===== config.mk =====
export PLATFORM = sky130hd
export DESIGN_NAME = tic_core
export DESIGN_NICKNAME = d
export VERILOG_FILES = /design/src/tic_pkg.sv /design/src/tic_core.sv
export SDC_FILE = /design/constraint.sdc
export NUM_CORES = 1
export LEC_CHECK = 0
export BUFFER_PORTS_ARGS = -buffer_cell sky130_fd_sc_hd__buf_2
export CAP_MARGIN = 20
export CORE_MARGIN = 2
export CORE_UTILIZATION = 30
export CTS_BUF_LIST = sky130_fd_sc_hd__clkbuf_4 sky130_fd_sc_hd__clkbuf_8
export CTS_CLUSTER_SIZE = 40
export DETAILED_ROUTE_END_ITERATION = 8
export SLEW_MARGIN = 20
export SYNTH_ARGS = -nofsm -noshare
export SYNTH_HDL_FRONTEND = slang
export SYNTH_SLANG_ARGS = --single-unit
export TNS_END_PERCENT = 30

===== constraint.sdc =====
create_clock -name clk -period 3.2 [get_ports clk]
set_clock_uncertainty 0.05 [all_clocks]
set_input_delay 0.32 -clock clk [delete_from_list [all_inputs] [get_ports clk]]
set_output_delay 0.32 -clock clk [all_outputs]
set_load 0.05 [all_outputs]

===== src/tic_pkg.sv =====
// ------------------------------------------------------------
// Shared constants for the timer and interrupt control core
// ------------------------------------------------------------
package tic_pkg;
  // Register byte offsets on the bus
  localparam logic [7:0] OFF_CMD = 8'h00;
  localparam logic [7:0] OFF_CNT = 8'h04;
  localparam logic [7:0] OFF_STAT = 8'h08;
  localparam logic [7:0] OFF_PC = 8'h0C;
  localparam logic [7:0] OFF_PSW = 8'h10;
  localparam logic [7:0] OFF_PORT = 8'h14;
  // Command codes written to the command register
  localparam logic [3:0] CMD_EXT_EN = 4'h1;
  localparam logic [3:0] CMD_EXT_DIS = 4'h2;
  localparam logic [3:0] CMD_TMR_EN = 4'h3;
  localparam logic [3:0] CMD_TMR_DIS = 4'h4;
  localparam logic [3:0] CMD_START_TIMER_OP = 4'h5;
  localparam logic [3:0] CMD_START_EVENT_COUNT_OP = 4'h6;
  localparam logic [3:0] CMD_STOP = 4'h7;
  localparam logic [3:0] CMD_JTF = 4'h8;
  localparam logic [3:0] CMD_CLKOUT = 4'h9;
  localparam logic [3:0] CMD_RETURN_WITH_STATUS_RESTORE = 4'hA;
  // Timing counts
  localparam int OSC_DIV = 3;
  localparam int STATES = 5;
  localparam int PRESC = 32;
  // Vectors and reset values
  localparam logic [11:0] VEC_EXT = 12'h003;
  localparam logic [11:0] VEC_TMR = 12'h007;
  localparam logic [11:0] PC_RST = 12'h000;
  localparam logic [2:0] SP_RST = 3'h0;
  localparam logic [7:0] PORT_RST = 8'hFF;
  localparam logic [7:0] CNT_MAX = 8'hFF;
  // Counter input selection
  typedef enum logic [1:0] {
    TIC_STOP = 2'b00,
    TIC_TIMER = 2'b01,
    TIC_EVENT = 2'b11
  } tic_mode_e;
  // Instruction sequencer
  typedef enum logic {
    TIC_RUN = 1'b0,
    TIC_RETURN_WITH_STATUS_RESTORE = 1'b1
  } tic_seq_e;
endpackage


===== src/tic_core.sv =====
// Operation
// - Low interrupt pin level requests interrupt
// - Interrupt pin sampled at each address strobe
// - External accept jumps to 3, pushes state
// - One level; reopens at return second cycle
// - Return restores state, then rechecks requests
// - External wins; timer request kept pending
// - Timer accept jumps to 7, pushes state
// - Timer disable blocks overflow interrupts only
// - Eight-bit counter loaded and read by software
// - Reset stops counting, keeps count value
// - Wrap from maximum sets overflow, requests
// - Overflow jump tests then clears flag
// - Event mode counts low-high-low input cycles
// - Timer mode counts machine cycles over 32
// - State clock is oscillator over three
// - Five states per cycle, one strobe
// - Clock output enable drives test pin
// - Instructions take one or two cycles
// - Reset clears pc, sp, banks, floats bus
// - Reset disables interrupts, timer, flags
`timescale 1ns/1ps
`default_nettype none
module tic_core (
  // Clock and reset
  input wire logic clk,
  input wire logic reset_n,
  // APB slave
  input wire logic psel,
  input wire logic penable,
  input wire logic pwrite,
  input wire logic [7:0] paddr,
  input wire logic [31:0] pwdata,
  output logic [31:0] prdata,
  output logic pready,
  output logic pslverr,
  // External pins
  input wire logic int_n,
  input wire logic event_input_pin,
  output logic test_zero_pin_o,
  output logic test_zero_pin_oe_n,
  output logic ale,
  output logic state_clk,
  // Bus and port state
  output logic data_bus_oe_n,
  output logic [7:0] port1_o,
  output logic [7:0] port2_o
);
  // ------------------------------------------------------------
  // Clock generation
  // ------------------------------------------------------------
  logic [1:0] ph_q; // Oscillator phase within a state
  logic [2:0] st_q; // State within a machine cycle
  logic tick; // Last oscillator phase of a state
  logic ale_tick; // Machine cycle boundary
  logic sclk_q; // State clock flop
  logic ale_q; // Strobe output flop
  assign tick = (ph_q == 2'(tic_pkg::OSC_DIV - 1));
  assign ale_tick = tick && (st_q == 3'(tic_pkg::STATES - 1));

  // Divide by three for the state clock
  always_ff @(posedge clk or negedge reset_n) begin
    if (!reset_n) begin
      ph_q <= 2'h0;
      sclk_q <= 1'b0;
    end else begin
      ph_q <= tick ? 2'h0 : ph_q + 2'h1;
      sclk_q <= tick; // High for the first phase of each state
    end
  end

  // Five states make one machine cycle
  always_ff @(posedge clk or negedge reset_n) begin
    if (!reset_n) begin
      st_q <= 3'h0;
      ale_q <= 1'b0;
    end else begin
      if (tick) begin
        st_q <= ale_tick ? 3'h0 : st_q + 3'h1;
      end
      ale_q <= ale_tick; // One strobe per machine cycle
    end
  end
  assign ale = ale_q;
  assign state_clk = sclk_q;

  // ------------------------------------------------------------
  // Control state
  // ------------------------------------------------------------
  tic_pkg::tic_mode_e mode_q; // Counter input
  tic_pkg::tic_seq_e seq_q; // Return sequencing
  logic ext_en_q; // External interrupt enable
  logic tmr_en_q; // Timer interrupt enable
  logic clkout_q; // State clock on test pin
  logic in_hand_q; // Handler active
  logic tmr_req_q; // Latched timer request
  logic ovf_q; // Overflow flag
  logic jtf_hit_q; // Result of last overflow jump
  logic [3:0] pend_q; // Command waiting for a boundary
  logic [7:0] cnt_q; // Counter value
  logic [4:0] presc_q; // Machine cycle prescaler
  logic ev_hi_q; // High phase seen on event pin
  logic [11:0] pc_q; // Program counter
  logic [2:0] sp_q; // Stack pointer
  logic [3:0] psw_hi_q; // Carry, aux carry, flag 0, bank
  logic f1_q; // User flag 1
  logic mbank_q; // Memory bank select
  logic dbus_drv_q; // Data bus driven
  logic [7:0] p1_q; // Port 1 latch
  logic [7:0] p2_q; // Port 2 latch
  logic [15:0] stk [8]; // Return stack: psw high, pc
  // Bus decode
  logic wr_acc; // Write in access phase
  logic hit; // Address is mapped
  logic cmd_busy; // Command refused
  logic cnt_wr; // Load counter from bus
  // Events
  logic exec; // Pending command executes now
  logic inc; // Counter increment
  logic ovf_set; // Counter wraps
  logic ext_hit; // Qualified external request
  logic tmr_hit; // Qualified timer request
  logic can_acc; // Acceptance window open
  logic acc_ext; // External interrupt taken
  logic acc_tmr; // Timer interrupt taken
  logic jtf_exec; // Overflow jump executes

  assign wr_acc = psel && penable && pwrite;
  assign cmd_busy = (pend_q != 4'h0);
  assign cnt_wr = wr_acc && (paddr == tic_pkg::OFF_CNT);
  // Commands wait for a boundary; a return blocks them for its second cycle
  assign exec = ale_tick && cmd_busy && (seq_q == tic_pkg::TIC_RUN);
  assign jtf_exec = exec && (pend_q == tic_pkg::CMD_JTF);

  // ------------------------------------------------------------
  // Interrupt acceptance
  // ------------------------------------------------------------
  // Pin level is only looked at on the strobe boundary
  assign ext_hit = !int_n && ext_en_q;
  assign tmr_hit = tmr_req_q && tmr_en_q;
  // Window reopens at the start of the second return cycle
  assign can_acc = !in_hand_q || (seq_q == tic_pkg::TIC_RETURN_WITH_STATUS_RESTORE);
  assign acc_ext = ale_tick && can_acc && ext_hit;
  // External has priority; timer stays latched
  assign acc_tmr = ale_tick && can_acc && !ext_hit && tmr_hit;

  // Command latch from the bus
  always_ff @(posedge clk or negedge reset_n) begin
    if (!reset_n) begin
      pend_q <= 4'h0;
    end else if (wr_acc && paddr == tic_pkg::OFF_CMD && !cmd_busy) begin
      pend_q <= pwdata[3:0];
    end else if (exec) begin
      pend_q <= 4'h0;
    end
  end

  // Mode, enables and clock output
  always_ff @(posedge clk or negedge reset_n) begin
    if (!reset_n) begin
      mode_q <= tic_pkg::TIC_STOP;
      ext_en_q <= 1'b0;
      tmr_en_q <= 1'b0;
      clkout_q <= 1'b0;
    end else if (exec) begin
      unique case (pend_q)
        tic_pkg::CMD_EXT_EN: ext_en_q <= 1'b1;
        tic_pkg::CMD_EXT_DIS: ext_en_q <= 1'b0;
        tic_pkg::CMD_TMR_EN: tmr_en_q <= 1'b1;
        tic_pkg::CMD_TMR_DIS: tmr_en_q <= 1'b0;
        tic_pkg::CMD_START_TIMER_OP: mode_q <= tic_pkg::TIC_TIMER;
        tic_pkg::CMD_START_EVENT_COUNT_OP: mode_q <= tic_pkg::TIC_EVENT;
        tic_pkg::CMD_STOP: mode_q <= tic_pkg::TIC_STOP;
        tic_pkg::CMD_CLKOUT: clkout_q <= 1'b1;
        default: begin
          // Other codes have no effect here
        end
      endcase
    end
  end

  // Return sequencer: each command is one cycle, return is two
  always_ff @(posedge clk or negedge reset_n) begin
    if (!reset_n) begin
      seq_q <= tic_pkg::TIC_RUN;
    end else if (ale_tick) begin
      unique case (seq_q)
        tic_pkg::TIC_RUN: begin
          if (exec && pend_q == tic_pkg::CMD_RETURN_WITH_STATUS_RESTORE) begin
            seq_q <= tic_pkg::TIC_RETURN_WITH_STATUS_RESTORE;
          end
        end
        tic_pkg::TIC_RETURN_WITH_STATUS_RESTORE: seq_q <= tic_pkg::TIC_RUN;
      endcase
    end
  end

  // Handler flag
  always_ff @(posedge clk or negedge reset_n) begin
    if (!reset_n) begin
      in_hand_q <= 1'b0;
    end else if (acc_ext || acc_tmr) begin
      in_hand_q <= 1'b1;
    end else if (ale_tick && seq_q == tic_pkg::TIC_RETURN_WITH_STATUS_RESTORE) begin
      in_hand_q <= 1'b0;
    end
  end

  // ------------------------------------------------------------
  // Timer and event counter
  // ------------------------------------------------------------
  // Prescaler runs on strobes even when stopped, keeping phase simple
  always_ff @(posedge clk or negedge reset_n) begin
    if (!reset_n) begin
      presc_q <= 5'h0;
      ev_hi_q <= 1'b0;
    end else begin
      if (ale_tick) begin
        presc_q <= presc_q + 5'h1;
      end
      if (event_input_pin) begin
        ev_hi_q <= 1'b1;
      end else if (inc || mode_q != tic_pkg::TIC_EVENT) begin
        ev_hi_q <= 1'b0;
      end
    end
  end

  always_comb begin
    unique case (mode_q)
      tic_pkg::TIC_TIMER: inc = ale_tick && (presc_q == 5'(tic_pkg::PRESC - 1));
      tic_pkg::TIC_EVENT: inc = ev_hi_q && !event_input_pin;
      default: inc = 1'b0; // Stopped, or an illegal code
    endcase
  end
  assign ovf_set = inc && !cnt_wr && (cnt_q == tic_pkg::CNT_MAX);

  // Count is left alone by reset so it can resume
  always_ff @(posedge clk) begin
    if (cnt_wr) begin
      cnt_q <= pwdata[7:0];
    end else if (inc) begin
      cnt_q <= cnt_q + 8'h01; // Wraps to zero
    end
  end

  // Overflow flag, timer request and jump result
  always_ff @(posedge clk or negedge reset_n) begin
    if (!reset_n) begin
      ovf_q <= 1'b0;
      tmr_req_q <= 1'b0;
      jtf_hit_q <= 1'b0;
    end else begin
      // Set wins over the clear of the same cycle
      if (ovf_set) begin
        ovf_q <= 1'b1;
      end else if (jtf_exec) begin
        ovf_q <= 1'b0;
      end
      if (jtf_exec) begin
        jtf_hit_q <= ovf_q;
      end
      // Disabled timer makes no request from overflow
      if (ovf_set && tmr_en_q) begin
        tmr_req_q <= 1'b1;
      end else if (acc_tmr) begin
        tmr_req_q <= 1'b0;
      end
    end
  end

  // ------------------------------------------------------------
  // Program counter, stack and status
  // ------------------------------------------------------------
  always_ff @(posedge clk or negedge reset_n) begin
    if (!reset_n) begin
      pc_q <= tic_pkg::PC_RST;
      sp_q <= tic_pkg::SP_RST;
      psw_hi_q <= 4'h0;
    end else if (acc_ext || acc_tmr) begin
      // Vector and push together
      pc_q <= acc_ext ? tic_pkg::VEC_EXT : tic_pkg::VEC_TMR;
      sp_q <= sp_q + 3'h1;
    end else if (exec && pend_q == tic_pkg::CMD_RETURN_WITH_STATUS_RESTORE) begin
      pc_q <= stk[sp_q - 3'h1][11:0];
      psw_hi_q <= stk[sp_q - 3'h1][15:12];
      sp_q <= sp_q - 3'h1;
    end else if (wr_acc && paddr == tic_pkg::OFF_PC) begin
      pc_q <= pwdata[11:0];
    end else if (wr_acc && paddr == tic_pkg::OFF_PSW) begin
      psw_hi_q <= pwdata[7:4];
    end
  end

  // Stack words; no reset needed for plain storage
  always_ff @(posedge clk) begin
    if (acc_ext || acc_tmr) begin
      stk[sp_q] <= {psw_hi_q, pc_q};
    end
  end

  // Flag 1, memory bank, ports and data bus
  always_ff @(posedge clk or negedge reset_n) begin
    if (!reset_n) begin
      f1_q <= 1'b0;
      mbank_q <= 1'b0;
      dbus_drv_q <= 1'b0; // Bus floats
      p1_q <= tic_pkg::PORT_RST; // All ones is input mode
      p2_q <= tic_pkg::PORT_RST;
    end else if (wr_acc && paddr == tic_pkg::OFF_PSW) begin
      f1_q <= pwdata[8];
      mbank_q <= pwdata[9];
    end else if (wr_acc && paddr == tic_pkg::OFF_PORT) begin
      p1_q <= pwdata[7:0];
      p2_q <= pwdata[15:8];
      dbus_drv_q <= pwdata[16];
    end
  end
  assign data_bus_oe_n = !dbus_drv_q;
  assign port1_o = p1_q;
  assign port2_o = p2_q;

  // Test pin carries the state clock once enabled
  always_ff @(posedge clk or negedge reset_n) begin
    if (!reset_n) begin
      test_zero_pin_o <= 1'b0;
      test_zero_pin_oe_n <= 1'b1;
    end else begin
      test_zero_pin_o <= clkout_q && tick;
      test_zero_pin_oe_n <= !clkout_q;
    end
  end

  // ------------------------------------------------------------
  // APB read path
  // ------------------------------------------------------------
  // Zero wait states; read data captured in the setup cycle
  assign pready = 1'b1;
  always_comb begin
    hit = 1'b1;
    unique case (paddr)
      tic_pkg::OFF_CMD, tic_pkg::OFF_CNT, tic_pkg::OFF_STAT: hit = 1'b1;
      tic_pkg::OFF_PC, tic_pkg::OFF_PSW, tic_pkg::OFF_PORT: hit = 1'b1;
      default: hit = 1'b0;
    endcase
  end
  // Unmapped, or a command while one is still waiting
  assign pslverr = psel && penable && (!hit || (pwrite && paddr == tic_pkg::OFF_CMD && cmd_busy));

  always_ff @(posedge clk or negedge reset_n) begin
    if (!reset_n) begin
      prdata <= 32'h0;
    end else if (psel && !penable && !pwrite) begin
      unique case (paddr)
        tic_pkg::OFF_CMD: prdata <= {28'h0, pend_q};
        tic_pkg::OFF_CNT: prdata <= {24'h0, cnt_q};
        tic_pkg::OFF_STAT: prdata <= {22'h0, seq_q, in_hand_q, tmr_req_q, jtf_hit_q, ovf_q, clkout_q,
                                      mode_q, tmr_en_q, ext_en_q};
        tic_pkg::OFF_PC: prdata <= {20'h0, pc_q};
        tic_pkg::OFF_PSW: prdata <= {22'h0, mbank_q, f1_q, psw_hi_q, 1'b1, sp_q};
        tic_pkg::OFF_PORT: prdata <= {15'h0, dbus_drv_q, p2_q, p1_q};
        default: prdata <= 32'h0;
      endcase
    end
  end
endmodule
`default_nettype wire


==> run_results.csv, run 1 <==
group,metric,value,unit
floorplan,die_area,33400,µm²
routing,drt-wirelength-per-cell,18.5,µm
placement,port_buffers,70,
clock_tree,insertion_delay,0.52,ns
floorplan,rows,65,
clock_tree,cts-root-buf,"clkbuf_8",
worst_setup_path,worstPathRequired,2.83,ns
routing,drtPass1Iterations,5,
worst_setup_path,crit_fanout,11,
floorplan,die_w,183,µm
logic_synthesis,async_flop_share,0.382,
logic_synthesis,synth-edff-count,136,
final_layout,instances_no_fill,1179,
timing,setup_viol,0,
timing,holdWs,0.0813,ns
clock_tree,clk_pin_slew,0.06,ns
final_layout,drive_gt1_frac,0.328,
worst_setup_path,startpoint_type,"flop",
routing,vias,5726,
final_layout,diodes,0,
floorplan,core,31500,µm²
logic_synthesis,syn_avg_cell_area,14.7,µm²
worst_setup_path,cp.arrival,2.30,ns
clock_tree,h-tree-depth,2,
worst_setup_path,worstSetupPathType,"flop to primary output",
logic_synthesis,ys_types,58,
final_layout,final_cell_area,11400,µm²
floorplan,ioPinCount,102,
status,status,"complete, no violations",
global_routing,antenna_found_initial,0,
global_routing,grt_max_degree,48,
power,ir_drop,0.287,mV
routing,wirelength,21.8,mm
logic_synthesis,synthFlopType,"edfxtp_1",
timing,slew-limit-headroom,0.497,
routing,route.detailed.drc,0,
hold_path,holdCritPathClass,"input pin to flop",
routing,drtIter0Drc,405,
timing,rsz0062_at_grt,"no",
timing,fmax,374,MHz
placement,post_dp_cell_area,10500,µm²
power,p_seq_frac,0.523,
final_layout,area_growth,18.6,%
timing,fin_setup_tns,0,ns
logic_synthesis,ys_ff_latch,220,
logic_synthesis,synth-seq-area-share,0.648,
final_layout,fin_nets,805,
flow_run,cap_violations,0,
logic_synthesis,netlist_instances,650,
power,pwr-share-comb,0.035,
timing,final.period_utilization,0.836,
routing,antenna_left,0,
clock_tree,clock-sinks,220,
logic_synthesis,synth_warnings,0,
clock_tree,post_cts_buffers,0,
timing,hold_viol_final,0,
power,p_sw,1.23,mW
power,power,5.79,mW
floorplan,die_y,183,µm
clock_tree,clockBufferDepth,3,
placement,hpwl,14.6,mm
routing,viasPerCell,4.86,
power,p_per_area,510,nW/µm²
timing,worstMarginPinSlew,0.748,ns
clock_tree,cts_buffers,34,
global_routing,grt_overflow,0,
power,cellLeakagePower,4.32,nW
power,p_int,4.56,mW
logic_synthesis,netlist_area,9570,µm²
worst_setup_path,endpoint_kind,"primary output",
global_routing,grt_usage,0.131,
floorplan,start_util,0.304,
clock_tree,tritoncts,"yes",
timing,slew_viol_final,0,
global_routing,grt_pass1_vias,5782,
global_routing,grt_pass1_wl,33.8,mm
placement,finalWeightedCongestion,0.785,
timing,min_period,2.67,ns
placement,dp.cells,1108,
power,swShare,0.212,
power,clkPwrFrac,0.442,
## path summary, 6_finish.rpt
kind | startpoint | end | slack, ns | cells after the start
min in group asynchronous | reset_n | pc_q[11]$_DFFE_PN0P_ | 0.34 | 2
hold / removal | pwdata[0] | pend_q[0]$_DFFE_PN0P_ | 0.08 | 2
max in group asynchronous | reset_n | test_zero_pin_oe_n$_DFF_PN1_ | 2.05 | 3
setup reg to reg | st_q[0]$_DFFE_PN0N_ | stk[6][12]$_DFFE_PP_ | 0.57 | 7
hold reg to reg | ph_q[0]$_DFF_PN0_ | ph_q[0]$_DFF_PN0_ | 0.42 | 1
setup / recovery | pend_q[0]$_DFFE_PN0P_ | pslverr | 0.53 | 5
## stage by stage
| step | util | setup WS [ns] |
|---|---|---|
| floorplan | - | -0.228 |
| global placement | 0.334 | 0.647 |
| detailed placement | 0.334 | 0.584 |
| CTS | 0.361 | 0.489 |
| global route | 0.361 | 0.330 |
| finish | 0.361 | 0.525 |
## layout make-up
cell class | instances | area, µm²
clock buffer | 53 | 667
clock inverter | 9 | 92.6
fill | 2988 | 20100
inverter | 14 | 52.6
multi-input combinational | 376 | 3110
sequential | 220 | 6210
tap | 402 | 503
timing repair buffer | 105 | 713
## synth_stat cells (3+ instances only)
| master | number | share of area |
|---|---|---|
| a22oi_1 | 4 | 0.0031 |
| mux2_2 | 30 | 0.035 |
| buf_2 | 11 | 0.0057 |
| a221oi_1 | 5 | 0.0046 |
| nor2_1 | 35 | 0.014 |
| dfrtp_1 | 67 | 0.18 |
| o211ai_1 | 7 | 0.0055 |
| nand3_1 | 9 | 0.0047 |
| nand2b_1 | 5 | 0.0033 |
| mux2i_1 | 26 | 0.027 |
| a22o_1 | 9 | 0.0082 |
| nor3_1 | 8 | 0.0042 |
| clkbuf_1 | 22 | 0.0086 |
| ha_1 | 7 | 0.0091 |
| dfstp_2 | 17 | 0.047 |
| a21oi_1 | 26 | 0.014 |
| nand2_1 | 49 | 0.019 |
| a32o_1 | 3 | 0.0031 |
| nand4b_1 | 3 | 0.0027 |
| xnor2_1 | 9 | 0.0082 |
| a211oi_1 | 18 | 0.014 |
| inv_1 | 14 | 0.0055 |
| o22ai_1 | 4 | 0.0026 |
| xor2_1 | 4 | 0.0037 |
| edfxtp_1 | 136 | 0.43 |
| nor2b_1 | 13 | 0.0085 |
| nor4_1 | 3 | 0.0020 |
| a31oi_1 | 4 | 0.0026 |
| o21ai_0 | 17 | 0.0089 |
| buf_4 | 17 | 0.013 |
| mux4_2 | 32 | 0.075 |
## layer usage
layer | vias up | share of wire | track usage
met2 | 154 | 0.48 | 0.216
met4 | 0 | 0.021 | 0.0406
met1 | 2898 | 0.45 | 0.179
met5 | - | 0 | 0
li1 | 2646 | - | -
met3 | 28 | 0.041 | 0.0224
## critical path, cell delays in order, from the launching register on
cell       delay (ns)
dfrtp_1          0.54
nor2_1           0.17
a2111oi_0        0.54
a221oi_1         0.15
nor2_1           0.13
buf_2            0.27
## flip-flops by register name, summed over array words and instances, names as in the netlist, 2 cells and up
| name | cells |
|---|---|
| cnt_q | 8 |
| ph_q | 2 |
| prdata | 17 |
| port2_o | 8 |
| pend_q | 4 |
| presc_q | 5 |
| st_q | 3 |
| pc_q | 12 |
| mode_q | 2 |
| sp_q | 3 |
| port1_o | 8 |
| psw_hi_q | 4 |
| stk | 128 |
## cells by family after synthesis
family	Yosys count	share of synthesized area
adder cells (fa/ha/maj)	7	0.00915
AO/OA/AOI/OAI	107	0.0770
buffers and inverters	68	0.0363
multiplexers	88	0.138
AND/OR/NAND/NOR	145	0.0788
XOR/XNOR	13	0.0119
flip-flops	220	0.648
other	2	0.000784
## timing repair
item,in CTS,in global routing
hold endpoints to repair,45,0
hold buffers,9,0
gates resized for setup,0,0
## placed cells by master (no fill, tap or decap), types with 3 or more instances in the layout
cell,instances
ha_1,7
o211ai_1,7
nand3_1,9
o21ai_0,17
a211oi_1,18
a31oi_1,4
buf_4,21
xnor2_1,9
edfxtp_1,136
nor2_1,35
mux2i_1,26
nand4b_1,3
dlygate4sd3_1,9
a22o_1,9
dfstp_2,17
nand2_1,49
mux2_2,30
a32o_1,3
clkinv_2,5
mux4_2,32
a21oi_1,26
a22oi_1,4
xor2_1,3
clkbuf_4,10
nor2b_1,12
inv_1,14
o22ai_1,4
buf_2,69
nor3_2,3
nor3_1,5
buf_12,6
dfrtp_1,66
nand2b_1,5
clkbuf_8,43
conb_1,16
a221oi_1,5
## power by group through the flow
stage	clock (mW)	sequential, mW	combinational [mW]
after global placement	0	3.08	0.192
after floorplan	0	3.09	0.115
final	2.56	3.03	0.202
after global routing	2.73	3.03	0.217
after CTS	2.62	3.03	0.203
after detailed placement	0	3.08	0.194
(Power assumes the default switching activity.)
==> run 2: changes to the inputs <==
- clock period: 3.2 -> 2.2 ns (I/O delays scaled with it)
==> run_results.csv, run 2 (same netlist as run 1, synthesis figures left out) <==
group,metric,value,unit
power,ir_drop,0.442,mV
final_layout,largest_reg_flops,128,
final_layout,reg.largest.list,"stk: 128 flops, prdata: 17 flops, pc_q: 12 flops",
final_layout,instances_no_fill,1236,
status,violations,"setup timing",
worst_setup_path,crit_fanout,6,
placement,hpwl,15.7,mm
clock_tree,h-tree-depth,2,
routing,antenna_left,0,
floorplan,core,31500,µm²
floorplan,die_area,33400,µm²
floorplan,ioPinCount,102,
timing,worstMarginPinSlew,0.607,ns
power,swShare,0.223,
routing,viasPerCell,4.86,
timing,hold_viol_final,0,
timing,min_period,2.21,ns
power,clkPwrFrac,0.423,
floorplan,rows,65,
final_layout,drive_gt1_frac,0.381,
clock_tree,tritoncts,"yes",
timing,fin_setup_tns,-0.0688,ns
global_routing,grt_max_degree,42,
timing,worst_slack,-0.00960,ns
global_routing,grt_overflow,0,
final_layout,final_common_cell,"edfxtp_1",
global_routing,grt_pass1_wl,35.3,mm
clock_tree,clk_pin_slew,0.06,ns
worst_setup_path,worstPathRequired,2.38,ns
timing,slew_viol_final,0,
worst_setup_path,worstSetupPathType,"flop to flop",
power,p_per_area,678,nW/µm²
final_layout,fin_nets,863,
routing,wirelength,23.2,mm
clock_tree,cts-root-buf,"clkbuf_8",
timing,slew-limit-headroom,0.590,
status,status,"complete, but fails checks",
final_layout,regMostFlops,"stk",
final_layout,mostFrequentLayoutCells,"136 x edfxtp_1, 68 x buf_2, 64 x dfrtp_1, 51 x buf_4, 47 x nand2_1",
timing,final.period_utilization,1.00,
floorplan,start_util,0.304,
final_layout,multi_input_area,3260,µm²
routing,drt-wirelength-per-cell,18.8,µm
power,p_seq_frac,0.539,
hold_path,holdCritPathClass,"input pin to flop",
global_routing,antenna_found_initial,0,
global_routing,grt_pass1_vias,6028,
floorplan,die_w,183,µm
routing,drtIter0Drc,394,
power,p_sw,1.82,mW
routing,vias,6012,
placement,dp.cells,1141,
power,cellLeakagePower,4.63,nW
worst_setup_path,cp.arrival,2.39,ns
worst_setup_path,startpoint_type,"flop",
timing,setup_viol,12,
worst_setup_path,endpoint_kind,"flop",
final_layout,final_util,0.383,
routing,route.detailed.drc,0,
clock_tree,cts_buffers,37,
global_routing,grt_usage,0.138,
power,p_int,6.36,mW
final_layout,area_growth,26.0,%
clock_tree,clock-sinks,220,
floorplan,die_y,183,µm
routing,drtPass1Iterations,5,
flow_run,cap_violations,0,
final_layout,seq_area,6210,µm²
placement,port_buffers,70,
timing,fmax,453,MHz
final_layout,diodes,0,
placement,post-place-ws,0.0290,ns
clock_tree,insertion_delay,0.52,ns
power,pwr-share-comb,0.039,
clock_tree,clockBufferDepth,3,
timing,rsz0062_at_grt,"yes",
placement,finalWeightedCongestion,0.777,
final_layout,nFillCells,2920,
==> run 2: path summary, 6_finish.rpt <==
| path | start | endpoint | slack (ns) | cells after the start |
|---|---|---|---|---|
| max | st_q[0]$_DFFE_PN0N_ | stk[6][4]$_DFFE_PP_ | -0.01 | 9 |
| min | pwdata[4] | port1_o[4]$_DFFE_PN1P_ | 0.04 | 2 |
| max reg2reg | st_q[0]$_DFFE_PN0N_ | stk[6][4]$_DFFE_PP_ | -0.01 | 9 |
| min reg2reg | presc_q[3]$_DFFE_PN0N_ | presc_q[3]$_DFFE_PN0N_ | 0.42 | 1 |
| max in group asynchronous | reset_n | port2_o[3]$_DFFE_PN1P_ | 1.14 | 3 |
| min in group asynchronous | reset_n | prdata[3]$_DFFE_PN0P_ | 0.20 | 2 |
==> run 2: per-stage QoR <==
step / instance area (µm²) / hold slack [ns] / power, mW
after CTS: 11800 / 0.0152 / 8.26
after floorplan: 9760 / -0.126 / 4.67
final: 12100 / 0.0422 / 8.18
after global routing: 12100 / 0.0235 / 8.48
after global placement: 10900 / 0.191 / 4.77
after detailed placement: 10900 / 0.197 / 4.78
==> run 2: layer usage <==
layer,share of wire,GRT usage
met3,0.045,0.0253
met1,0.44,0.186
met2,0.50,0.234
met5,0,0
met4,0.014,0.0306
==> run 2: area by class of cell <==
type,count,share of cell area
tap,402,0.0417
inverter,14,0.00457
clock inverter,14,0.00508
multi-input combinational,376,0.270
clock buffer,50,0.0529
timing repair buffer,160,0.110
sequential,220,0.515
==> run 2: what timing repair did <==
item                       4_1_cts  5_1_grt
gates cloned                     0        3
buffers inserted                 0       10
setup endpoints to repair        7      109
hold buffers                    18        0
pin swaps                        0        8
resized for setup                7       23
hold endpoints to repair        53        0
==> run 2: worst max-delay path, stage by stage, from the launching register on <==
cell       delay, ns
dfrtp_1         0.39
inv_2           0.09
ha_4            0.13
nand4b_1        0.12
buf_6           0.15
a211oi_4        0.33
nand2_4         0.14
nor3b_4         0.22
buf_4           0.16
clkbuf_16       0.14
==> run 2: power by group through the flow <==
stage               Combinational, mW  Clock, mW  Sequential (mW)
floorplan                       0.167          0             4.50
global placement                0.290          0             4.48
detailed placement              0.293          0             4.49
CTS                             0.319       3.54             4.40
global route                    0.342       3.74             4.41
finish                          0.317       3.46             4.41
